`src/hw/iwd_pkg.sv`:
```
// Shared constants, types and timing figures of the instruction decoder.
package iwd_pkg;
    localparam int WORD_W = 24;
    localparam int OPC_W = 6;
    localparam int VAR_W = 3;
    localparam int ADDR_W = 15;
    localparam int NUM_IDX = 6;
    localparam int IRQ_LEVELS = 24;
    localparam int IRQ_LVL_W = 5;
    localparam int TMR_W = 20;
    localparam int CNT_W = 8;

    // Field positions inside a word.
    localparam int OPC_LSB = 18;
    localparam int VAR_LSB = 15;
    localparam int IND_VAR_LSB = 21;

    localparam logic [VAR_W-1:0] VAR_DIRECT = 3'h0;
    localparam logic [VAR_W-1:0] VAR_INDIRECT = 3'h7;
    localparam logic [ADDR_W-1:0] ADDR_MINUS_ONE = 15'h7fff;
    localparam logic [ADDR_W-1:0] ADDR_RST = 15'h0000;
    localparam logic [WORD_W-1:0] WORD_RST = 24'h000000;

    // Operation codes.
    localparam logic [OPC_W-1:0] OPC_ADD = 6'h01;
    localparam logic [OPC_W-1:0] OPC_SUB = 6'h02;
    localparam logic [OPC_W-1:0] OPC_MPY = 6'h03;
    localparam logic [OPC_W-1:0] OPC_DIV = 6'h04;
    localparam logic [OPC_W-1:0] OPC_SKM = 6'h05;
    localparam logic [OPC_W-1:0] OPC_SKE = 6'h06;
    localparam logic [OPC_W-1:0] OPC_PIN = 6'h07;
    localparam logic [OPC_W-1:0] OPC_AND = 6'h08;
    localparam logic [OPC_W-1:0] OPC_XOR = 6'h09;
    localparam logic [OPC_W-1:0] OPC_IOR = 6'h0a;
    localparam logic [OPC_W-1:0] OPC_SST = 6'h0b;
    localparam logic [OPC_W-1:0] OPC_PCB = 6'h0c;
    localparam logic [OPC_W-1:0] OPC_PDT = 6'h0d;
    localparam logic [OPC_W-1:0] OPC_DJX = 6'h0e;
    localparam logic [OPC_W-1:0] OPC_SXI = 6'h0f;
    localparam logic [OPC_W-1:0] OPC_SKX = 6'h10;
    localparam logic [OPC_W-1:0] OPC_GROUP = 6'h3f;

    // Execution times in ns, and the clock period.
    localparam int CLK_NS = 10;
    localparam int T_ARITH_NS = 2000;
    localparam int T_MPY_NS = 12000;
    localparam int T_DIV_NS = 30000;
    localparam int T_SKM_NS = 4000;
    localparam int T_SKE_NS = 3000;
    localparam int T_PIN_SKIP_NS = 8000;
    localparam int T_PIN_NOSKIP_NS = 4000;
    localparam int T_LOGIC_NS = 2000;
    localparam int T_SST_NS = 7000;
    localparam int T_BLK_BASE_NS = 3000;
    localparam int T_PCB_4C_NS = 29000;
    localparam int T_PDT_4C_NS = 33000;
    localparam int T_DJX_NS = 2000;
    localparam int T_SXI_NS = 3000;
    localparam int T_SKX_NS = 4000;
    localparam int T_OTHER_NS = 2000;

    localparam int CYC_ARITH = T_ARITH_NS / CLK_NS;
    localparam int CYC_MPY = T_MPY_NS / CLK_NS;
    localparam int CYC_DIV = T_DIV_NS / CLK_NS;
    localparam int CYC_SKM = T_SKM_NS / CLK_NS;
    localparam int CYC_SKE = T_SKE_NS / CLK_NS;
    localparam int CYC_PIN_SKIP = T_PIN_SKIP_NS / CLK_NS;
    localparam int CYC_PIN_NOSKIP = T_PIN_NOSKIP_NS / CLK_NS;
    localparam int CYC_LOGIC = T_LOGIC_NS / CLK_NS;
    localparam int CYC_SST = T_SST_NS / CLK_NS;
    localparam int CYC_BLK_BASE = T_BLK_BASE_NS / CLK_NS;
    localparam int CYC_PCB_PER = T_PCB_4C_NS / (4 * CLK_NS);
    localparam int CYC_PDT_PER = T_PDT_4C_NS / (4 * CLK_NS);
    localparam int CYC_DJX = T_DJX_NS / CLK_NS;
    localparam int CYC_SXI = T_SXI_NS / CLK_NS;
    localparam int CYC_SKX = T_SKX_NS / CLK_NS;
    localparam int CYC_OTHER = T_OTHER_NS / CLK_NS;

    typedef struct packed {
        logic [OPC_W-1:0] opcode;
        logic [VAR_W-1:0] variant;
        logic [ADDR_W-1:0] addr;
    } iwd_instr_t;

    typedef struct packed {
        logic sign;
        logic [WORD_W-2:0] mag;
    } iwd_data_t;

    typedef enum logic [2:0] {
        ST_IDLE = 3'h0,
        ST_RESOLVE = 3'h1,
        ST_IND_WAIT = 3'h2,
        ST_OPR_WAIT = 3'h3,
        ST_EXEC = 3'h4
    } iwd_state_t;
endpackage

```
`src/hw/iwd_index_regs.sv`:
```
// Six index registers with one write port and one read port.
`timescale 1ns/1ps
`default_nettype none
module iwd_index_regs
    import iwd_pkg::*;
(
    // Clock and reset
    input wire logic sys_clk,
    input wire logic rstn,
    input wire logic ce,
    // Write port
    input wire logic wr_en,
    input wire logic [VAR_W-1:0] wr_sel,
    input wire logic [ADDR_W-1:0] wr_data,
    // Read port
    input wire logic [VAR_W-1:0] rd_sel,
    output logic [ADDR_W-1:0] rd_data
);
    logic [ADDR_W-1:0] idx_r [NUM_IDX];

    genvar g;
    generate
        for (g = 0; g < NUM_IDX; g++)
        begin : gen_idx
            always_ff @(posedge sys_clk)
            begin
                if (!rstn)
                    idx_r[g] <= ADDR_RST;
                else if (ce && wr_en && wr_sel == VAR_W'(g + 1))
                    idx_r[g] <= wr_data;
            end
        end
    endgenerate

    // Selector codes outside one to six read as zero.
    always_comb
    begin
        rd_data = ADDR_RST;
        for (int i = 0; i < NUM_IDX; i++)
            if (rd_sel == VAR_W'(i + 1))
                rd_data = idx_r[i];
    end
endmodule
`default_nettype wire

```
`src/hw/iwd_timer.sv`:
```
// Down counter that times the execute phase of an instruction.
`timescale 1ns/1ps
`default_nettype none
module iwd_timer
    import iwd_pkg::*;
(
    // Clock and reset
    input wire logic sys_clk,
    input wire logic rstn,
    input wire logic ce,
    // Control
    input wire logic load,
    input wire logic [TMR_W-1:0] count,
    // Status
    output logic busy,
    output logic done
);
    logic [TMR_W-1:0] cnt_r;

    always_ff @(posedge sys_clk)
    begin
        if (!rstn)
            cnt_r <= '0;
        else if (ce)
        begin
            if (load)
                cnt_r <= count;
            else if (cnt_r != '0)
                cnt_r <= cnt_r - TMR_W'(1);
        end
    end

    assign busy = (cnt_r != '0);
    assign done = (cnt_r == TMR_W'(1));
endmodule
`default_nettype wire

```
`src/hw/iwd_decoder.sv`:
```
// Instruction decoder, address resolver and execution sequencer.
`timescale 1ns/1ps
`default_nettype none
module iwd_decoder
    import iwd_pkg::*;
(
    // Clock and reset
    input wire logic sys_clk,
    input wire logic rstn,
    input wire logic ce,
    // Instruction intake
    input wire logic instr_valid,
    input wire logic [WORD_W-1:0] instr_word,
    output logic instr_ready,
    // Memory read port
    output logic mem_req,
    output logic [ADDR_W-1:0] mem_addr,
    input wire logic mem_ack,
    input wire logic [WORD_W-1:0] mem_rdata,
    // Datapath side
    input wire logic [WORD_W-1:0] acc_word,
    input wire logic ext_sig_pin,
    input wire logic periph_skip,
    input wire logic [CNT_W-1:0] xfer_count,
    input wire logic idx_wr_en,
    input wire logic [VAR_W-1:0] idx_wr_sel,
    input wire logic [ADDR_W-1:0] idx_wr_data,
    // Decode results
    output iwd_instr_t instr_fields,
    output logic group_op,
    output logic [ADDR_W-1:0] eff_addr,
    output iwd_data_t operand,
    output logic op_done,
    output logic skip,
    output logic branch,
    // Priority interrupts
    input wire logic [IRQ_LEVELS-1:0] irq_pin,
    output logic irq_active,
    output logic [IRQ_LVL_W-1:0] irq_level
);
    iwd_state_t state_r;
    iwd_state_t state_nxt;
    iwd_instr_t instr_r;
    logic [ADDR_W-1:0] ea_r;
    logic [ADDR_W-1:0] ea_nxt;
    logic [ADDR_W-1:0] mem_addr_r;
    iwd_data_t operand_r;
    logic skip_r;
    logic branch_r;
    logic group_r;
    logic [TMR_W-1:0] budget_r;
    logic [TMR_W-1:0] budget_nxt;
    logic exec_entry;
    logic exec_done;
    logic is_group;
    logic is_index_op;
    logic needs_opnd;
    logic [ADDR_W-1:0] idx_rd;
    logic [ADDR_W-1:0] add_b;
    logic [ADDR_W-1:0] addr_sum;
    logic [WORD_W-1:0] opnd_now;
    logic skip_nxt;
    logic djx_wr;
    logic ix_wr_en;
    logic [VAR_W-1:0] ix_wr_sel;
    logic [ADDR_W-1:0] ix_wr_data;
    logic ext_s1_r;
    logic ext_s2_r;
    logic [IRQ_LEVELS-1:0] irq_s1_r;
    logic [IRQ_LEVELS-1:0] irq_s2_r;
    logic irq_active_r;
    logic [IRQ_LVL_W-1:0] irq_level_r;
    logic [TMR_W-1:0] exec_cnt_r;

    // Operations whose variant is not an addressing mode.
    assign is_group = (instr_r.opcode == OPC_GROUP);
    assign is_index_op = (instr_r.opcode == OPC_DJX) ||
        (instr_r.opcode == OPC_SXI) || (instr_r.opcode == OPC_SKX);

    always_comb
    begin
        unique case (instr_r.opcode)
            OPC_ADD, OPC_SUB, OPC_MPY, OPC_DIV, OPC_SKM, OPC_AND,
            OPC_XOR, OPC_IOR, OPC_SST, OPC_SKX:
                needs_opnd = 1'b1;
            default:
                needs_opnd = 1'b0;
        endcase
    end

    // The variant register drives the index selector in every phase.
    iwd_index_regs u_index (
        .sys_clk(sys_clk),
        .rstn(rstn),
        .ce(ce),
        .wr_en(ix_wr_en),
        .wr_sel(ix_wr_sel),
        .wr_data(ix_wr_data),
        .rd_sel(instr_r.variant),
        .rd_data(idx_rd)
    );

    // One fifteen-bit adder serves indexing and index countdown.
    assign add_b = (instr_r.opcode == OPC_DJX) ? ADDR_MINUS_ONE
                                               : instr_r.addr;
    assign addr_sum = idx_rd + add_b;

    // A countdown write wins over a datapath write in the same cycle.
    assign djx_wr = exec_entry && (instr_r.opcode == OPC_DJX);
    assign ix_wr_en = djx_wr || idx_wr_en;
    assign ix_wr_sel = djx_wr ? instr_r.variant : idx_wr_sel;
    assign ix_wr_data = djx_wr ? addr_sum : idx_wr_data;

    always_comb
    begin
        state_nxt = state_r;
        ea_nxt = instr_r.addr;
        unique case (state_r)
            ST_IDLE:
                if (instr_valid)
                    state_nxt = ST_RESOLVE;
            ST_RESOLVE:
            begin
                if (!is_group && !is_index_op &&
                    instr_r.variant == VAR_INDIRECT)
                    state_nxt = ST_IND_WAIT;
                else
                begin
                    if (!is_group && !is_index_op &&
                        instr_r.variant != VAR_DIRECT)
                        ea_nxt = addr_sum;
                    state_nxt = needs_opnd ? ST_OPR_WAIT : ST_EXEC;
                end
            end
            ST_IND_WAIT:
                if (mem_ack)
                    state_nxt = ST_RESOLVE;
            ST_OPR_WAIT:
                if (mem_ack)
                    state_nxt = ST_EXEC;
            ST_EXEC:
                if (exec_done)
                    state_nxt = ST_IDLE;
            default:
                state_nxt = ST_IDLE;
        endcase
    end

    assign exec_entry = (state_r != ST_EXEC) && (state_nxt == ST_EXEC);

    always_ff @(posedge sys_clk)
    begin
        if (!rstn)
            state_r <= ST_IDLE;
        else if (ce)
            state_r <= state_nxt;
    end

    // Field capture on intake and variant/address reload on indirection.
    always_ff @(posedge sys_clk)
    begin
        if (!rstn)
            instr_r <= WORD_RST;
        else if (ce)
        begin
            if (state_r == ST_IDLE && instr_valid)
            begin
                instr_r.opcode <= instr_word[OPC_LSB +: OPC_W];
                instr_r.variant <= instr_word[VAR_LSB +: VAR_W];
                instr_r.addr <= instr_word[ADDR_W-1:0];
            end
            else if (state_r == ST_IND_WAIT && mem_ack)
            begin
                instr_r.variant <= mem_rdata[IND_VAR_LSB +: VAR_W];
                instr_r.addr <= mem_rdata[ADDR_W-1:0];
            end
        end
    end

    always_ff @(posedge sys_clk)
    begin
        if (!rstn)
        begin
            ea_r <= ADDR_RST;
            mem_addr_r <= ADDR_RST;
            group_r <= 1'b0;
        end
        else if (ce && state_r == ST_RESOLVE)
        begin
            ea_r <= ea_nxt;
            mem_addr_r <= (state_nxt == ST_IND_WAIT) ? instr_r.addr
                                                     : ea_nxt;
            group_r <= is_group;
        end
    end

    always_ff @(posedge sys_clk)
    begin
        if (!rstn)
            operand_r <= WORD_RST;
        else if (ce && state_r == ST_OPR_WAIT && mem_ack)
            operand_r <= mem_rdata;
    end

    // Skip decisions are taken as the execute phase starts.
    assign opnd_now = (state_r == ST_OPR_WAIT) ? mem_rdata : operand_r;

    always_comb
    begin
        unique case (instr_r.opcode)
            OPC_SKM:
                skip_nxt = (acc_word == opnd_now);
            OPC_SKE:
                skip_nxt = !ext_s2_r;
            OPC_PIN:
                skip_nxt = periph_skip;
            OPC_SXI:
                skip_nxt = (idx_rd > instr_r.addr);
            OPC_SKX:
                skip_nxt = (idx_rd > opnd_now[ADDR_W-1:0]);
            default:
                skip_nxt = 1'b0;
        endcase
    end

    always_comb
    begin
        unique case (instr_r.opcode)
            OPC_ADD, OPC_SUB:
                budget_nxt = TMR_W'(CYC_ARITH);
            OPC_MPY:
                budget_nxt = TMR_W'(CYC_MPY);
            OPC_DIV:
                budget_nxt = TMR_W'(CYC_DIV);
            OPC_SKM:
                budget_nxt = TMR_W'(CYC_SKM);
            OPC_SKE:
                budget_nxt = TMR_W'(CYC_SKE);
            OPC_PIN:
                budget_nxt = skip_nxt ? TMR_W'(CYC_PIN_SKIP)
                                      : TMR_W'(CYC_PIN_NOSKIP);
            OPC_AND, OPC_XOR, OPC_IOR:
                budget_nxt = TMR_W'(CYC_LOGIC);
            OPC_SST:
                budget_nxt = TMR_W'(CYC_SST);
            OPC_PCB:
                budget_nxt = TMR_W'(CYC_BLK_BASE +
                    CYC_PCB_PER * int'(xfer_count));
            OPC_PDT:
                budget_nxt = TMR_W'(CYC_BLK_BASE +
                    CYC_PDT_PER * int'(xfer_count));
            OPC_DJX:
                budget_nxt = TMR_W'(CYC_DJX);
            OPC_SXI:
                budget_nxt = TMR_W'(CYC_SXI);
            OPC_SKX:
                budget_nxt = TMR_W'(CYC_SKX);
            default:
                budget_nxt = TMR_W'(CYC_OTHER);
        endcase
    end

    always_ff @(posedge sys_clk)
    begin
        if (!rstn)
        begin
            skip_r <= 1'b0;
            branch_r <= 1'b0;
            budget_r <= '0;
        end
        else if (ce && exec_entry)
        begin
            skip_r <= skip_nxt;
            branch_r <= (instr_r.opcode == OPC_DJX) &&
                (addr_sum != ADDR_RST);
            budget_r <= budget_nxt;
        end
    end

    iwd_timer u_timer (
        .sys_clk(sys_clk),
        .rstn(rstn),
        .ce(ce),
        .load(exec_entry),
        .count(budget_nxt),
        .busy(),
        .done(exec_done)
    );

    // Pin inputs pass two flip-flops before use.
    always_ff @(posedge sys_clk)
    begin
        if (!rstn)
        begin
            ext_s1_r <= 1'b0;
            ext_s2_r <= 1'b0;
            irq_s1_r <= '0;
            irq_s2_r <= '0;
        end
        else if (ce)
        begin
            ext_s1_r <= ext_sig_pin;
            ext_s2_r <= ext_s1_r;
            irq_s1_r <= irq_pin;
            irq_s2_r <= irq_s1_r;
        end
    end

    // Level zero has the highest priority.
    always_ff @(posedge sys_clk)
    begin
        if (!rstn)
        begin
            irq_active_r <= 1'b0;
            irq_level_r <= '0;
        end
        else if (ce)
        begin
            irq_active_r <= |irq_s2_r;
            irq_level_r <= '0;
            for (int i = IRQ_LEVELS - 1; i >= 0; i--)
                if (irq_s2_r[i])
                    irq_level_r <= IRQ_LVL_W'(i);
        end
    end

    // Cycle count of the execute phase, read only by a check.
    always_ff @(posedge sys_clk)
    begin
        if (!rstn)
            exec_cnt_r <= '0;
        else if (ce)
            exec_cnt_r <= (state_r == ST_EXEC) ? exec_cnt_r + TMR_W'(1)
                                               : '0;
    end

    assign instr_ready = (state_r == ST_IDLE);
    assign mem_req = (state_r == ST_IND_WAIT) || (state_r == ST_OPR_WAIT);
    assign mem_addr = mem_addr_r;
    assign instr_fields = instr_r;
    assign group_op = group_r;
    assign eff_addr = ea_r;
    assign operand = operand_r;
    assign op_done = (state_r == ST_EXEC) && exec_done;
    assign skip = skip_r;
    assign branch = branch_r;
    assign irq_active = irq_active_r;
    assign irq_level = irq_level_r;

    chk_opcode_split: assert property (@(posedge sys_clk) disable iff (!rstn)
        ce && instr_ready && instr_valid |=>
        instr_fields.opcode == $past(instr_word[23:18]) &&
        instr_fields.variant == $past(instr_word[17:15]))
        else $error("Op-code or variant not taken from the word.");
    chk_direct_ea: assert property (@(posedge sys_clk) disable iff (!rstn)
        ce && state_r == ST_RESOLVE && !is_group && !is_index_op &&
        instr_r.variant == 3'h0 |=> eff_addr == $past(instr_r.addr))
        else $error("Direct address differs from address field.");
    chk_index_sum: assert property (@(posedge sys_clk) disable iff (!rstn)
        ce && state_r == ST_RESOLVE && !is_group && !is_index_op &&
        instr_r.variant != 3'h0 && instr_r.variant != 3'h7 |=>
        eff_addr == 15'($past(instr_r.addr) + $past(idx_rd)))
        else $error("Indexed address is not address plus index.");
    chk_indirect_req: assert property (@(posedge sys_clk) disable iff (!rstn)
        ce && state_r == ST_RESOLVE && !is_group && !is_index_op &&
        instr_r.variant == 3'h7 |=> mem_req &&
        mem_addr == $past(instr_r.addr) && !op_done)
        else $error("Indirect word not requested at address field.");
    chk_indirect_reload: assert property (@(posedge sys_clk)
        disable iff (!rstn)
        ce && state_r == ST_IND_WAIT && mem_ack |=> state_r == ST_RESOLVE &&
        instr_fields.variant == $past(mem_rdata[23:21]) &&
        instr_fields.addr == $past(mem_rdata[14:0]))
        else $error("Indirect word not reloaded into variant and address.");
    chk_exec_length: assert property (@(posedge sys_clk) disable iff (!rstn)
        op_done |-> exec_cnt_r + 20'h1 == budget_r)
        else $error("Execute phase length differs from its budget.");
    chk_djx_dec: assert property (@(posedge sys_clk) disable iff (!rstn)
        ce && djx_wr |-> ix_wr_data == 15'(idx_rd - 15'h1)
        ##1 branch == ($past(ix_wr_data) != 15'h0))
        else $error("Countdown did not subtract one from the index.");
    chk_skm_skip: assert property (@(posedge sys_clk) disable iff (!rstn)
        ce && state_r == ST_OPR_WAIT && mem_ack &&
        instr_r.opcode == OPC_SKM |=>
        skip == ($past(acc_word) == $past(mem_rdata)) &&
        budget_r == 20'h190)
        else $error("Equal-skip decision or time is wrong.");
    chk_irq_prio: assert property (@(posedge sys_clk) disable iff (!rstn)
        ce && irq_s2_r[0] |=> irq_active && irq_level == 5'h0)
        else $error("Highest priority interrupt level not reported.");
endmodule
`default_nettype wire

```
`config.mk`:
```
export PLATFORM = sky130hd
export DESIGN_NAME = iwd_decoder
export DESIGN_NICKNAME = d
export VERILOG_FILES = /design/src/hw/iwd_pkg.sv /design/src/hw/iwd_index_regs.sv /design/src/hw/iwd_timer.sv /design/src/hw/iwd_decoder.sv
export SDC_FILE = /design/constraint.sdc
export NUM_CORES = 1
export LEC_CHECK = 0
export CORE_MARGIN = 4
export CORE_UTILIZATION = 30
export DETAILED_ROUTE_END_ITERATION = 10
export DONT_BUFFER_PORTS = 1
export GPL_TIMING_DRIVEN = 0
export PLACE_DENSITY = 0.5
export SETUP_SLACK_MARGIN = 0.05
export SLEW_MARGIN = 0
export SYNTH_ARGS = -nofsm -noshare
export SYNTH_HDL_FRONTEND = slang
export SYNTH_SLANG_ARGS = --single-unit
```
`constraint.sdc`:
```
create_clock -name sys_clk -period 11.4 [get_ports sys_clk]
set_input_delay 2.28 -clock sys_clk [delete_from_list [all_inputs] [get_ports sys_clk]]
set_output_delay 2.28 -clock sys_clk [all_outputs]
set_load 0.005 [all_outputs]
```
# --- After elaboration in Yosys (flattened, before gate mapping) ---
# Memories as Yosys holds them, arrays and structs flattened. A register that Yosys moved wholly into a read port is not among the register bits.
# Cells that the tools add are included.
word_totals:
  register_bits: 160
  ramBits: 90
  mem_bits_ro: 32
  inputBits: 130
  output_inout_bits: 90
  word_cells: 187
  memories: 2
op_classes:
  addsub: 4
  multipliers: 2
  magnitude_cmp: 2
  n_eq_ne: 34
  mux: 80
  n_bitwise: 6
  n_reduce_logical: 39
memory_table:
  columns: ["memory", "depth", "word_bits", "rd", "rd_clocked_by_memory_dff", "wr", "line_no", "rtl"]
  rows:
  - ["u_index.idx_r", 6, 15, 6, 0, 6, "iwd_index_regs.sv:19", "logic [ADDR_W-1:0] idx_r [NUM_IDX];"]
  - ["(no name shown)", 32, 1, 1, 1, 0, "iwd_decoder.sv:82", "unique case (instr_r.opcode)"]
op_table:
  columns: ["operator", "n"]
  rows:
  - ["15-bit two-way mux", 18]
  - ["19-bit one-hot mux with 8 select lines", 1]
  - ["5-bit two-way mux", 26]
  - ["20-bit two-way mux", 2]
  - ["9-bit by 18-bit adder with 19-bit output (first input constant)", 2]
  - ["10-bit by 8-bit multiplier with 18-bit output (first input constant)", 2]
  - ["18-bit two-way mux", 2]
  - ["6-bit by 4-bit == test with 1-bit output (second input constant)", 5]
  - ["15-bit greater-than comparator", 2]
  - ["3-bit == test (second input constant)", 9]
  - ["24-bit == test", 1]
  - ["6-bit by 3-bit == test with 1-bit output (second input constant)", 4]
  - ["24-bit two-way mux", 1]
  - ["24-bit OR reduction", 1]
  - ["3-bit by 2-bit == test with 1-bit output (second input constant)", 7]
  - ["3-bit two-way mux", 7]
  - ["20-bit by 1-bit == test with 1-bit output (second input constant)", 1]
  - ["1-bit logical AND", 20]
  - ["1-bit two-way mux", 20]
  - ["20-bit nonzero test", 1]
  - ["20-bit by 1-bit subtractor with 20-bit output (second input constant)", 1]
  - ["15-bit adder", 1]
  - ["3-bit one-hot mux with 5 select lines", 1]
  - ["15-bit nonzero test", 1]
  - ["15 further kinds", 31]

# --- Depth between registers and ports, before layout ---
# Gate-level depths: netlist (run 1).
logic_depth:
  word_depth: 24
  ltp_mapped: 17
  mapped_depth_nobuf: 17

# --- Cells and area by module ---
# A second synthesis (run 1) with hierarchy kept.
unflattened:
  hier_cells: 1903
  area_unflattened_um2: 17294.1
by_module_without_submodules:
  columns: ["mod", "n_inst", "cells_each", "area_per_inst_um2", "seq_area_each_um2"]
  rows:
  - ["iwd_decoder", 1, 1408, 11667.4, 2822.7]
  - ["iwd_index_regs", 1, 302, 4206.5, 2702.6]
  - ["iwd_timer", 1, 193, 1420.1, 400.4]

# --- Least setup slack after synthesis (run 1) ---
# Ideal clock, no wire load.
synth_path:
  kind: "input to register"
  start: "input xfer_count[5]"
  end: "register u_timer.cnt_r[16]"
  setup_time_ns: 0.074
  t_arrival_ns: 6.070
  t_required_ns: 11.326
  path_slack_ns: 5.255
  stages: 14
  n_path_buf: 0
  path_cell_list: "fa_1 -> inv_1 -> fa_1 -> fa_1 -> inv_1 -> fa_1 -> ha_1 -> or2_2 -> o311ai_0 -> nand2_1 -> o41ai_1 -> xnor2_1 -> nand3_1 -> a31oi_1"
synth_between:
  elab_chain_len: 4
  elab_cells_between_ends: 6
  cone_classes: "2 x add/sub; 2 x mul; 2 x mux"
synth_rtl:
  columns: ["element", "line_no", "rtl"]
  rows:
  - ["start, declared", "iwd_decoder.sv:24", "input wire logic [CNT_W-1:0] xfer_count,"]
  - ["10-bit by 8-bit multiplier with 18-bit output (on tied branches)", "iwd_decoder.sv:251, iwd_decoder.sv:248", null]
  - ["9-bit by 18-bit adder with 19-bit output (on tied branches)", "iwd_decoder.sv:250, iwd_decoder.sv:247", null]
  - ["19-bit one-hot mux with 8 select lines (*)", "iwd_decoder.sv:228", "unique case (instr_r.opcode)"]
  - ["20-bit two-way mux (*)", "iwd_timer.sv:26", "if (load)"]
  - ["end signal, assigned", "iwd_timer.sv:27", "cnt_r <= count;"]
  - ["end signal, assigned", "iwd_timer.sv:29", "cnt_r <= cnt_r - TMR_W'(1);"]
  - ["end, declared", "iwd_timer.sv:18", "logic [TMR_W-1:0] cnt_r;"]
# Every way passes the cells marked *; elsewhere a longest branch is shown, timed or not.
# A chain may end at the register's enable or synchronous reset.

# --- Worst setup path in the final report (run 1) ---
layout_path:
  start: "register instr_r (netlist bit instr_fields[16])"
  end: "register mem_addr_r[14], in the netlist mem_addr[14]"
layout_between:
  elab_chain_len: 12
  elab_cells_between_ends: 24
  cone_classes: "1 x add/sub; 8 x eq/ne; 12 x mux; 3 x reduce/logical"
layout_rtl:
  columns: ["element", "line_no", "rtl"]
  rows:
  - ["start, declared", "iwd_decoder.sv:43", "iwd_instr_t instr_r;"]
  - ["3-bit by 1-bit == test with 1-bit output", "iwd_index_regs.sv:40", "if (rd_sel == VAR_W'(i + 1))"]
  - ["15-bit two-way mux (6 in a row)", "iwd_index_regs.sv:40", null]
  - ["15-bit adder", "iwd_decoder.sv:106", "assign addr_sum = idx_rd + add_b;"]
  - ["15-bit two-way mux", "iwd_decoder.sv:129", "if (!is_group && !is_index_op &&"]
  - ["15-bit two-way mux", "iwd_decoder.sv:124", "if (!is_group && !is_index_op &&"]
  - ["15-bit two-way mux", "iwd_decoder.sv:118", "unique case (state_r)"]
  - ["15-bit two-way mux (*)", "iwd_decoder.sv:191", "mem_addr_r <= (state_nxt == ST_IND_WAIT) ? instr_r.addr"]
  - ["end signal, assigned", "iwd_decoder.sv:191", null]
  - ["end, declared", "iwd_decoder.sv:46", "logic [ADDR_W-1:0] mem_addr_r;"]
# Marks and branches as above.

==> results.md, run 1 <==
- Status: complete, no violations
- Yosys reg bits: 251
- Post-Synth Adder-Cell Area: 0.1487
- Final hold vios: 0
- Post-synth EDFFs: 90
- Max Buffers Root-to-Sink: 3
- Seq/Total Area, Yosys: 0.3535
- GRT Overall Usage: 0.1980
- Via Count: 14,170
- GP Congestion: 0.9158
- Chip Height: 244.4 um
- 1st-iter DRT viols: 928
- Slowest cell on crit path: clkbuf_1
- Syn Area/Cell: 8.850 um^2
- Grt ovf: 0
- DRT antenna net count: 0
- XOR/XNOR share of the synthesized area: 0.02665
- Post-CTS Hold Buffers: 0
- Seq pwr share: 0.318
- Crit-path max FO: 10
- Internal power: 2.131 mW
- Htree depth: 1
- Layout cells sized above 1: 0.07358
- Final Critical Period: 6.254 ns
- Final setup vio count: 0
- Cell Area, Synth: 0.01676 mm^2
- Post-synth top area share: 0.1923
- Post-cts resize count: 0
- CP Cell Sequence: buf_2, buf_1, clkbuf_1, mux2i_1, o211ai_1, nand2_1, inv_1, ha_1, fa_1, a211oi_1, o21ai_1, a21boi_0, o41a_1, xnor2_1, nor3_1, a311oi_1, o21a_1
- Synth warn: 0
- Asr flop ratio synth: 0
- Detail Placement HPWL: 48,780 um
- Pin count of the biggest net entering global routing: 17
- Fill cells: 5,718
- Port Buffer Count: 0
- Hold Path Class: register to register
- Primary FF master, synth: dfxtp_1
- Switching share of power: 0.3680
- Req. time, crit path: 11.96 ns
- Multiplexer share of the synthesized area: 0.08301
- Via density: 5.235
- Largest family of logic cells by synthesized area: simple AND/OR/NAND/NOR gates
- Crit path max-delay family: compound AO/OA/AOI/OAI gates
- Slowest Stage Delay on Critical Path: 0.83 ns
- Clock transition at path regs: 0.06 ns
- Row count: 86
- Sink Count: 251
- Post-synth net total: 2,198
- Final Cycle Share: 0.5486
- Post-route setup TNS: 0 ns
- Area grow syn2layout: 12.84%
- Cells after Synth: 1,894
- Nets: 2,236
- Die X: 244.4 um
- Worst-margin pin slew: 1.475 ns
- Starting Density: 0.3036
- Hold Path Origin: irq_s1_r[7]$_SDFFE_PN0P_
- Commonest non-fill, non-tap cell in the layout: nor2_1
- Cell accounting for the most synthesized area: dfxtp_1
- Slew headroom: 0.01475
- Clock Skew: 0.03624 ns
- Max Fclk: 159.9 MHz
- CP Capture Type: register
- Compound-Gate Fraction of Synth Area: 0.1566
- Io pins: 220
- Core area: 0.05520 mm^2
- Sw Pwr: 1.241 mW
- Vias in the first global route: 14,160
- Critical path buffers and inverters: 4
- # Max-Cap Violations: 0
- Util after Layout: 0.3426
- Startpoint Class: register
- DRC: 0
- Arr. time, crit path: 6.81 ns
- Unique masters post-synth: 85
- RR Startpoint: instr_fields[16]$_SDFFE_PN0P_
- Crit path from: instr_fields[16]$_SDFFE_PN0P_
- Gate power share: 0.362
- Pins over their slew limit: 0
- Drt total wl: 61,030 um
- Unrepaired setup endpoints after global routing: no
- Global-route wire length before repair: 91,060 um
- Routed WL per cell: 22.56 um
- Fin cells: 2,706
- Post-Synth Simple-Gate Area: 0.1763
- Top post-synthesis cells by area: dfxtp_1, edfxtp_1, ha_1
- Die area: 0.05972 mm^2
- Setup Buffers After CTS: 0
- Root Driver: clkbuf_16
- Dpl cells: 2,647
- Initial antenna violation count: 2
- Clk pwr share: 0.319
- Initial DRT Pass Iterations: 5
- Worst vdd ir: 0.00009496 V
- TritonCTS Buffers: 31
- CP Class: register to register
- TritonCTS clock tree: yes
- P per Cell Area: 178.3 mW/mm^2
- Total power: 3.372 mW
- Worst-Skew Late Latency: 0.61 ns
- Highest-count cells in the layout ignoring fill and taps: nor2_1, dfxtp_1, a21oi_1, nand2_1, ha_1
- Leak: 7.560 nW
==> state kept, by name (all words and copies together) (netlist names), named ones only <==
register	cells
u_index.idx_r	90
instr_fields	24
irq_s1_r	24
irq_s2_r	24
operand	24
u_timer.cnt_r	20
eff_addr	15
mem_addr	15
irq_level	5
state_r	3
branch	1
ext_s1_r	1
ext_s2_r	1
group_op	1
irq_active	1
skip	1
==> per-layer routing <==
layer	wire, um	vias to the layer above	share of wire	track usage
met1	25900	6878	0.42	0.2512
met4	1625	2	0.027	0.04844
met3	4635	82	0.076	0.05033
met2	28860	407	0.47	0.3379
li1	-	6797	-	-
met5	13	-	0.00021	0
==> worst paths after layout <==
kind,endpoint,slack (ns),cells past startpoint
max,mem_addr[14]$_SDFFE_PN0P_,5.15,17
min reg2reg,irq_s1_r[7]$_SDFFE_PN0P_,0.49,2
min,irq_s1_r[7]$_SDFFE_PN0P_,0.49,2
max reg2reg,mem_addr[14]$_SDFFE_PN0P_,5.15,17
==> cells by family (layout without fill, tap and decap cells) <==
logic type / count (synthesis) / after routing
AND/OR/NAND/NOR: 650 / 650
AO/OA/AOI/OAI: 410 / 410
flip-flops: 251 / 251
buffers and inverters: 221 / 284
adder cells (fa/ha/maj): 174 / 174
multiplexers: 137 / 137
XOR/XNOR: 51 / 51
other: 0 / 1
==> tightest hold or removal path: cells and delay by family, from the launching register on <==
family	cells	cell delay, ns
AND/OR/NAND/NOR	1	0.07
flip-flops	1	0.33
multiplexers	1	0.06
==> metrics by stage <==
| stage | hold slack [ns] | instance area, um^2 | setup WS, ns |
|---|---|---|---|
| finish | 0.4946 | 18910 | 5.146 |
| global route | 0.5239 | 18910 | 5.039 |
| CTS | 0.5019 | 18910 | 5.235 |
| detailed placement | 0.4882 | 17790 | 4.642 |
| global placement | 0.4794 | 17700 | 4.701 |
| floorplan | 0.4527 | 16760 | 5.255 |
==> power by group through the flow <==
stage | logic (mW) | clock network (mW) | registers (mW)
after floorplan | 0.905 | 0 | 1.07
after global placement | 1.20 | 0 | 1.09
after detailed placement | 1.21 | 0 | 1.09
after CTS | 1.22 | 1.10 | 1.07
after global routing | 1.37 | 1.14 | 1.08
final | 1.22 | 1.08 | 1.07
==> cell type report <==
class	instances	area (um^2)	share of cell area
flip-flops and latches	251	5926	0.3133
repair buffers	5	75.07	0.003969
diodes	1	2.502	0.0001323
well taps	748	935.9	0.04948
clock inverters	17	219.0	0.01158
plain buffers	97	459.2	0.02428
inverters	124	465.4	0.02461
multi-input cells	1422	9933	0.5252
clock buffers	41	897.1	0.04743
==> cell usage after synthesis (all sizes together), types with 15 or more instances <==
cell / instances
xnor2: 27
buf: 39
o21ai: 69
nand2: 134
nor4: 16
nor3: 35
fa: 42
ha: 132
xor2: 24
a221oi: 15
a211oi: 38
nand2b: 25
a31oi: 19
dfxtp: 161
o21a: 20
inv: 124
or2: 18
a21oi: 149
mux2i: 121
nand3: 31
mux2: 16
edfxtp: 90
clkbuf: 58
nor2: 318
No activity file was read; power rests on OpenSTA's default activity.
==> inputs of run 2 (changes only) <==
--- a/config.mk
+++ b/config.mk
@@ -10,7 +10,7 @@
 export DETAILED_ROUTE_END_ITERATION = 10
 export DONT_BUFFER_PORTS = 1
 export GPL_TIMING_DRIVEN = 0
-export PLACE_DENSITY = 0.5
+export PLACE_DENSITY = 0.51
 export SETUP_SLACK_MARGIN = 0.05
 export SLEW_MARGIN = 0
 export SYNTH_ARGS = -nofsm -noshare
==> constraint.sdc (replaced) <==
create_clock -name sys_clk -period 5.25 [get_ports sys_clk]
set_input_delay 1.05 -clock sys_clk [delete_from_list [all_inputs] [get_ports sys_clk]]
set_output_delay 1.05 -clock sys_clk [all_outputs]
set_load 0.005 [all_outputs]
==> results.md, run 2 (synthesized netlist as in run 1, its figures left out) <==
- Status: complete, no violations
- Arr. time, crit path: 5.47 ns (-1.34 ns)
- CP Capture Type: register
- Layout cells sized above 1: 0.07963 (+0.006050)
- Pin count of the biggest net entering global routing: 17 (unchanged)
- Pins over their slew limit: 0 (unchanged)
- Pre-CTS setup slack: -0.8080 ns (-5.450 ns)
- Grt ovf: 0 (unchanged)
- Sink Count: 251 (unchanged)
- Slowest cell on crit path: fa_1
- Io pins: 220 (unchanged)
- Crit path max-delay family: compound AO/OA/AOI/OAI gates
- Worst vdd ir: 0.0002821 V (+200%)
- Worst-margin pin slew: 1.360 ns (-0.1144 ns)
- Detail Placement HPWL: 48,680 um (-0.20%)
- Crit path top cell by count: buf_2
- Chip Height: 244.4 um (unchanged)
- Total power: 7.188 mW (+110%)
- GP Congestion: 0.9262 (+1.1%)
- Drt total wl: 60,880 um (-0.25%)
- Initial DRT Pass Iterations: 7 (+2)
- Highest-count cells in the layout ignoring fill and taps: nor2_1, dfxtp_1, a21oi_1, nand2_1, ha_1
- Global-route wire length before repair: 91,270 um (+0.23%)
- Vias in the first global route: 14,130 (-0.21%)
- Crit-path max FO: 10 (unchanged)
- Worst-Skew Late Latency: 0.59 ns (-0.02 ns)
- Clock transition at path regs: 0.06 ns (about the same)
- P per Cell Area: 379.9 mW/mm^2 (+110%)
- # Max-Cap Violations: 0 (unchanged)
- Req. time, crit path: 5.77 ns (-6.19 ns)
- CP Cell Sequence: buf_2, buf_2, clkbuf_4, mux2i_1, o211ai_1, nand2_1, inv_1, ha_1, fa_1, a211oi_1, o21ai_1, a21boi_0, o41a_1, xnor2_1, nor3_1, a311oi_2, buf_4, o21a_1
- Die area: 0.05972 mm^2 (unchanged)
- GRT Overall Usage: 0.1979 (about the same)
- Fin cells: 2,707 (+0.037%)
- Final setup vio count: 0 (unchanged)
- Max Fclk: 202.1 MHz (+26%)
- Via Count: 14,300 (+0.97%)
- Slowest Stage Delay on Critical Path: 0.46 ns (-0.37 ns)
- Htree depth: 1 (unchanged)
- Antenna Cells: 0 (-1)
- Die X: 244.4 um (unchanged)
- Critical path buffers and inverters: 5 (+1)
- Clock Skew: 0.01389 ns (-0.02235 ns)
- Row count: 86 (unchanged)
- Starting Density: 0.3036 (unchanged)
- Dpl cells: 2,648 (+0.038%)
- 1st-iter DRT viols: 1,016 (+9.5%)
- Post-route worst setup slack: 0.3007 ns (-4.845 ns)
- Initial antenna violation count: 3 (+1)
- Final Cycle Share: 0.9427 (+0.3941)
- TritonCTS clock tree: yes
- DRT antenna net count: 0 (unchanged)
- Startpoint Class: register
- Slew headroom: 0.09118 (+0.07643)
- Register area: 0.005926 mm^2 (unchanged)
- Post-route setup TNS: 0 ns (unchanged)
- Largest register by flop count: u_index.idx_r
- Core area: 0.05520 mm^2 (unchanged)
- CP Class: register to register
- Routed WL per cell: 22.49 um (-0.29%)
- Post-route cell area: 0.01892 mm^2 (about the same)
- Via density: 5.284 (+0.93%)
- Nets: 2,238 (+0.089%)
- TritonCTS Buffers: 31 (unchanged)
- DP Area: 0.01781 mm^2 (+0.11%)
- Commonest non-fill, non-tap cell in the layout: nor2_1
- Root Driver: clkbuf_16
- Fill cells: 5,711 (-0.12%)
- Hold Path Class: register to register
- Final hold vios: 0 (unchanged)
- Leak: 7.565 nW (about the same)
- Multi-input gate area: 0.009972 mm^2 (+0.39%)
- Final Critical Period: 4.949 ns (-1.305 ns)
- Port Buffer Count: 0 (unchanged)
- Max reg flops: 90 (unchanged)
- Max Buffers Root-to-Sink: 3 (unchanged)
- Area grow syn2layout: 12.88% (about the same)
- DRC: 0 (unchanged)
- Unrepaired setup endpoints after global routing: no
[run 2: area by class of cell]
type,count,share of cell area
plain buffers,97,0.02486
clock buffers,41,0.04642
well taps,748,0.04946
repair buffers,7,0.005423
inverters,124,0.02460
clock inverters,17,0.008994
flip-flops and latches,251,0.3132
multi-input cells,1422,0.5270
[run 2: final timing paths]
check / from / end / slack (ns) / depth (start not counted)
max: instr_fields[16]$_SDFFE_PN0P_ / eff_addr[14]$_SDFFE_PN0P_ / 0.30 / 18
min: eff_addr[11]$_SDFFE_PN0P_ / eff_addr[11]$_SDFFE_PN0P_ / 0.50 / 2
max reg2reg: instr_fields[16]$_SDFFE_PN0P_ / eff_addr[14]$_SDFFE_PN0P_ / 0.30 / 18
min reg2reg: eff_addr[11]$_SDFFE_PN0P_ / eff_addr[11]$_SDFFE_PN0P_ / 0.50 / 2
[run 2: worst register-to-register path, cell delays in order, from the launching register on]
cell      delay [ns]
dfxtp_1         0.44
buf_2           0.25
buf_2           0.33
clkbuf_4        0.38
mux2i_1         0.27
o211ai_1        0.10
nand2_1         0.26
inv_1           0.08
ha_1            0.23
fa_1            0.46
a211oi_1        0.37
o21ai_1         0.19
a21boi_0        0.37
o41a_1          0.24
xnor2_1         0.26
nor3_1          0.13
a311oi_2        0.21
buf_4           0.19
o21a_1          0.12
[run 2: what timing repair did]
item	in CTS	in global routing
cloned	0	0
pin swaps	0	1
endpoints found under the setup margin	75	24
resized for setup	6	12
hold buffers	0	0
buffers inserted	0	1
[run 2: metrics by stage]
| stage | utilization | hold WS, ns |
|---|---|---|
| after floorplan | - | 0.4527 |
| after global placement | 0.3206 | 0.4801 |
| after detailed placement | 0.3227 | 0.4914 |
| after CTS | 0.3420 | 0.5047 |
| after global routing | 0.3428 | 0.5216 |
| final | 0.3428 | 0.4982 |
[run 2: power by group]
part           leakage [nW]  internal [mW]  switching (mW)
Combinational          4.88           1.06            1.62
Clock                 0.509           1.28           0.899
Sequential             2.18           2.18           0.157
[run 2: per-layer routing]
metal  track usage  wire, um
met5             0        35
met4       0.05418      1595
met3       0.04518      4211
met2        0.3314     28580
met1        0.2573     26460
==> inputs of run 3 (changes only) <==
--- a/config.mk
+++ b/config.mk
@@ -15,4 +15,5 @@
 export SLEW_MARGIN = 0
 export SYNTH_ARGS = -nofsm -noshare
 export SYNTH_HDL_FRONTEND = slang
+export SYNTH_HIERARCHICAL = 1
 export SYNTH_SLANG_ARGS = --single-unit
==> results.md, run 3 <==
- Hold Path Origin: mem_addr[9]$_SDFFE_PN0P_
- Sink Count: 251 (unchanged)
- Final setup vio count: 0 (unchanged)
- Synth warn: 6 (+6)
- TritonCTS clock tree: yes
- Max Buffers Root-to-Sink: 3 (unchanged)
- Post-route cell area: 0.01938 mm^2 (+2.4%)
- Clock transition at path regs: 0.06 ns (about the same)
- Internal power: 4.457 mW (-1.3%)
- Vias in the first global route: 14,070 (-0.47%)
- Arr. time, crit path: 5.42 ns (-0.05 ns)
- Io pins: 220 (unchanged)
- Pre-CTS setup slack: -0.7865 ns (+0.02144 ns)
- Post-synth EDFFs: 90 (unchanged)
- Largest register by flop count: u_index/idx_r
- Worst Hold Endpoint: mem_addr[9]$_SDFFE_PN0P_
- Post-synth net total: 2,213 (+0.68%)
- Commonest non-fill, non-tap cell in the layout: nand2_1
- Post-synth top area share: 0.1864 (-0.005927)
- Switching share of power: 0.3668 (-0.004740)
- Htree depth: 1 (unchanged)
- 1st-iter DRT viols: 934 (-8.1%)
- Slew headroom: 0.1278 (+0.03664)
- Global-route wire length before repair: 86,900 um (-4.8%)
- Status: complete, no violations
- Nets: 2,249 (+0.49%)
- Dpl cells: 2,664 (+0.60%)
- Worst-Skew Late Latency: 0.57 ns (-0.02 ns)
- Max reg flops: 90 (unchanged)
- Grt ovf: 0 (unchanged)
- R2R Path End: branch$_SDFFE_PN0P_
- Worst hold stages: 2 (unchanged)
- Startpoint Class: input pin
- DRT antenna net count: 0 (unchanged)
- Top post-synthesis cells by area: dfxtp_1, edfxtp_1, ha_1
- # Max-Cap Violations: 0 (unchanged)
- Seq pwr share: 0.328 (+0.003)
- Met1 usage: 0.2418 (-0.01544)
- Hold Path Class: register to register
- Root Driver: clkbuf_16
- P per Cell Area: 363.2 mW/mm^2 (-4.4%)
- Post-CTS Hold Buffers: 0 (unchanged)
- Drt total wl: 58,100 um (-4.6%)
- Area grow syn2layout: 12.05%
- Unique masters post-synth: 97 (+14%)
- Post-route worst setup slack: 0.2650 ns (-0.03570 ns)
- Initial antenna violation count: 3 (unchanged)
- Util after Layout: 0.3417 (-0.001090)
- Met2 Use GR: 0.2971 (-0.03434)
- Commonest cells in the netlist: nand2_1, dfxtp_1, inv_1
- Worst vdd ir: 0.0002472 V (-12%)
- CP Capture Type: register
- Crit-path max FO: 8 (-2)
- Gate power share: 0.364 (-0.008)
- Cell accounting for the most synthesized area: dfxtp_1
- Chip Height: 248.1 um (+1.5%)
- Layout cells sized above 1: 0.06833 (-0.01130)
- Met3 usage: 0.05016 (+0.004986)
- Total power: 7.039 mW (-2.1%)
- Row count: 87 (+1.2%)
- Pins over their slew limit: 0 (unchanged)
- Pin count of the biggest net entering global routing: 16 (-1)
- TritonCTS Buffers: 28 (-9.7%)
- Primary FF master, synth: dfxtp_1
- Detail Placement HPWL: 46,410 um (-4.7%)
- GRT Overall Usage: 0.1834 (-0.01454)
- Syn Area/Cell: 9.088 um^2 (+2.7%)
- Unrepaired setup endpoints after global routing: yes
- Flop2flop setup slack: 0.30 ns (about the same)
- Sw Pwr: 2.582 mW (-3.3%)
- DP Area: 0.01833 mm^2 (+2.9%)
- Die area: 0.06155 mm^2 (+3.1%)
- Final Critical Period: 4.985 ns (+0.03570 ns)
- Initial DRT Pass Iterations: 6 (-1)
- CP Class: input pin to register
- Clk pwr share: 0.308 (+0.004)
- Routed WL per cell: 21.37 um (-5.0%)
- Worst-margin pin slew: 1.296 ns (-0.06398 ns)
- Starting Density: 0.3049 (+0.001299)
- Asr flop ratio synth: 0 (unchanged)
- Highest-count cells in the layout ignoring fill and taps: nand2_1, dfxtp_1, inv_1, ha_1
- Leak: 8.345 nW (+10%)
- Cell Area, Synth: 0.01729 mm^2 (+3.2%)
- Via density: 5.254 (-0.57%)
- Busiest grt layer: met2
- Core area: 0.05671 mm^2 (+2.7%)
- Die X: 248.1 um (+1.5%)
- Cells after Synth: 1,903 (+0.48%)
- Via Count: 14,290 (-0.13%)
- DRC: 0 (unchanged)
- Yosys reg bits: 251 (unchanged)
- RR Startpoint: instr_fields[16]$_SDFFE_PN0P_
- GP Congestion: 0.9131 (-1.4%)
- Seq/Total Area, Yosys: 0.3426 (-0.01090)
- Fin cells: 2,719 (+0.44%)
- Port Buffer Count: 0 (unchanged)
- Clock Skew: 0.01453 ns (+0.0006396 ns)
- Req. time, crit path: 5.69 ns (-0.08 ns)
- Final Cycle Share: 0.9495 (+0.006799)
- Cell count of the worst reg-to-reg path: 12 (-6)
- Max Fclk: 200.6 MHz (-0.72%)
- Most common cell in the netlist: nand2_1
- Final hold vios: 0 (unchanged)
==> run 3: changes by cell type in the layout (fill, tap and decap cells not counted), moves of 23 or more <==
| cell | change |
|---|---|
| a211oi_1 | -29 |
| a21boi_0 | +34 |
| a21oi_1 | -81 |
| and2_1 | +92 |
| inv_1 | +23 |
| nand2_1 | +75 |
| nor2_1 | -193 |
| nor2b_1 | +61 |
==> run 3: critical path: stages <==
cell and delay (ns):
fa_1 0.41, ha_1 0.28, inv_1 0.05, fa_1 0.47, inv_1 0.06, fa_1 0.50, ha_1 0.36, nor2b_1 0.15
o21ai_0 0.25, a21oi_1 0.16, o41ai_2 0.39, o21ai_1 0.23, o311ai_2 0.37, mux2i_1 0.27, o21ai_0 0.12, a22oi_1 0.19
o21ai_0 0.11
==> run 3: cell type report <==
class	count	area [um^2]
Antenna cell	2	5.005
Buffer	84	369.1
Clock buffer	34	764.5
Clock inverter	18	237.7
Fill cell	5780	37340
Inverter	148	555.5
Multi-Input combinational cell	1420	10500
Sequential cell	251	5926
Tap cell	756	945.9
Timing Repair Buffer	6	71.32
==> run 3: cells by family after synthesis <==
| group | count (synthesis) | share of synthesized area |
|---|---|---|
| compound gates | 384 | 0.1544 |
| fa+ha+maj | 180 | 0.1489 |
| buf+inv | 232 | 0.05339 |
| flops | 251 | 0.3426 |
| simple gates | 669 | 0.1958 |
| other cells | 1 | 0.0002168 |
| xor+xnor | 54 | 0.02735 |
| mux | 132 | 0.07734 |
==> run 3: worst max path at each step <==
stage / start / to / slack (ns) / cells after the start
floorplan: xfer_count[5] / u_timer/cnt_r[17]$_SDFFE_PN0P_ / 0.07 / 16
global placement: u_timer/cnt_r[10]$_SDFFE_PN0P_ / u_index/idx_r[3][8]$_SDFFCE_PN0P_ / -1.0 / 12
detailed placement: xfer_count[0] / u_timer/cnt_r[18]$_SDFFE_PN0P_ / -0.79 / 17
CTS: xfer_count[0] / u_timer/cnt_r[18]$_SDFFE_PN0P_ / 0.06 / 17
global route: xfer_count[0] / u_timer/cnt_r[18]$_SDFFE_PN0P_ / -0.006 / 17
finish: xfer_count[0] / u_timer/cnt_r[18]$_SDFFE_PN0P_ / 0.27 / 17
==> run 3: through the flow <==
stage / hold WS, ns / setup TNS (ns)
floorplan: 0.4564 / 0
global placement: 0.4768 / -77.09
detailed placement: 0.4921 / -1.828
CTS: 0.5044 / 0
global route: 0.5205 / -0.006053
finish: 0.4988 / 0
==> run 3: per-layer routing <==
| layer | wire, um | vias up |
|---|---|---|
| met5 | 0 | - |
| met4 | 1674 | 0 |
| met3 | 4765 | 91 |
| met2 | 26090 | 479 |
| met1 | 25570 | 6965 |
| li1 | - | 6750 |
==> run 3: power by group through the flow <==
stage	combinational (mW)	clock (mW)	sequential, mW
finish	2.56	2.17	2.31
global route	2.85	2.28	2.32
CTS	2.54	2.20	2.31
detailed placement	2.52	0	2.35
global placement	2.48	0	2.35
floorplan	1.90	0	2.29
==> run 3: timing repair <==
item,in CTS,in global routing
gates cloned,0,0
buffers inserted,0,1
setup endpoints to repair,2,25
resized for setup,1,6
pin swaps,0,1
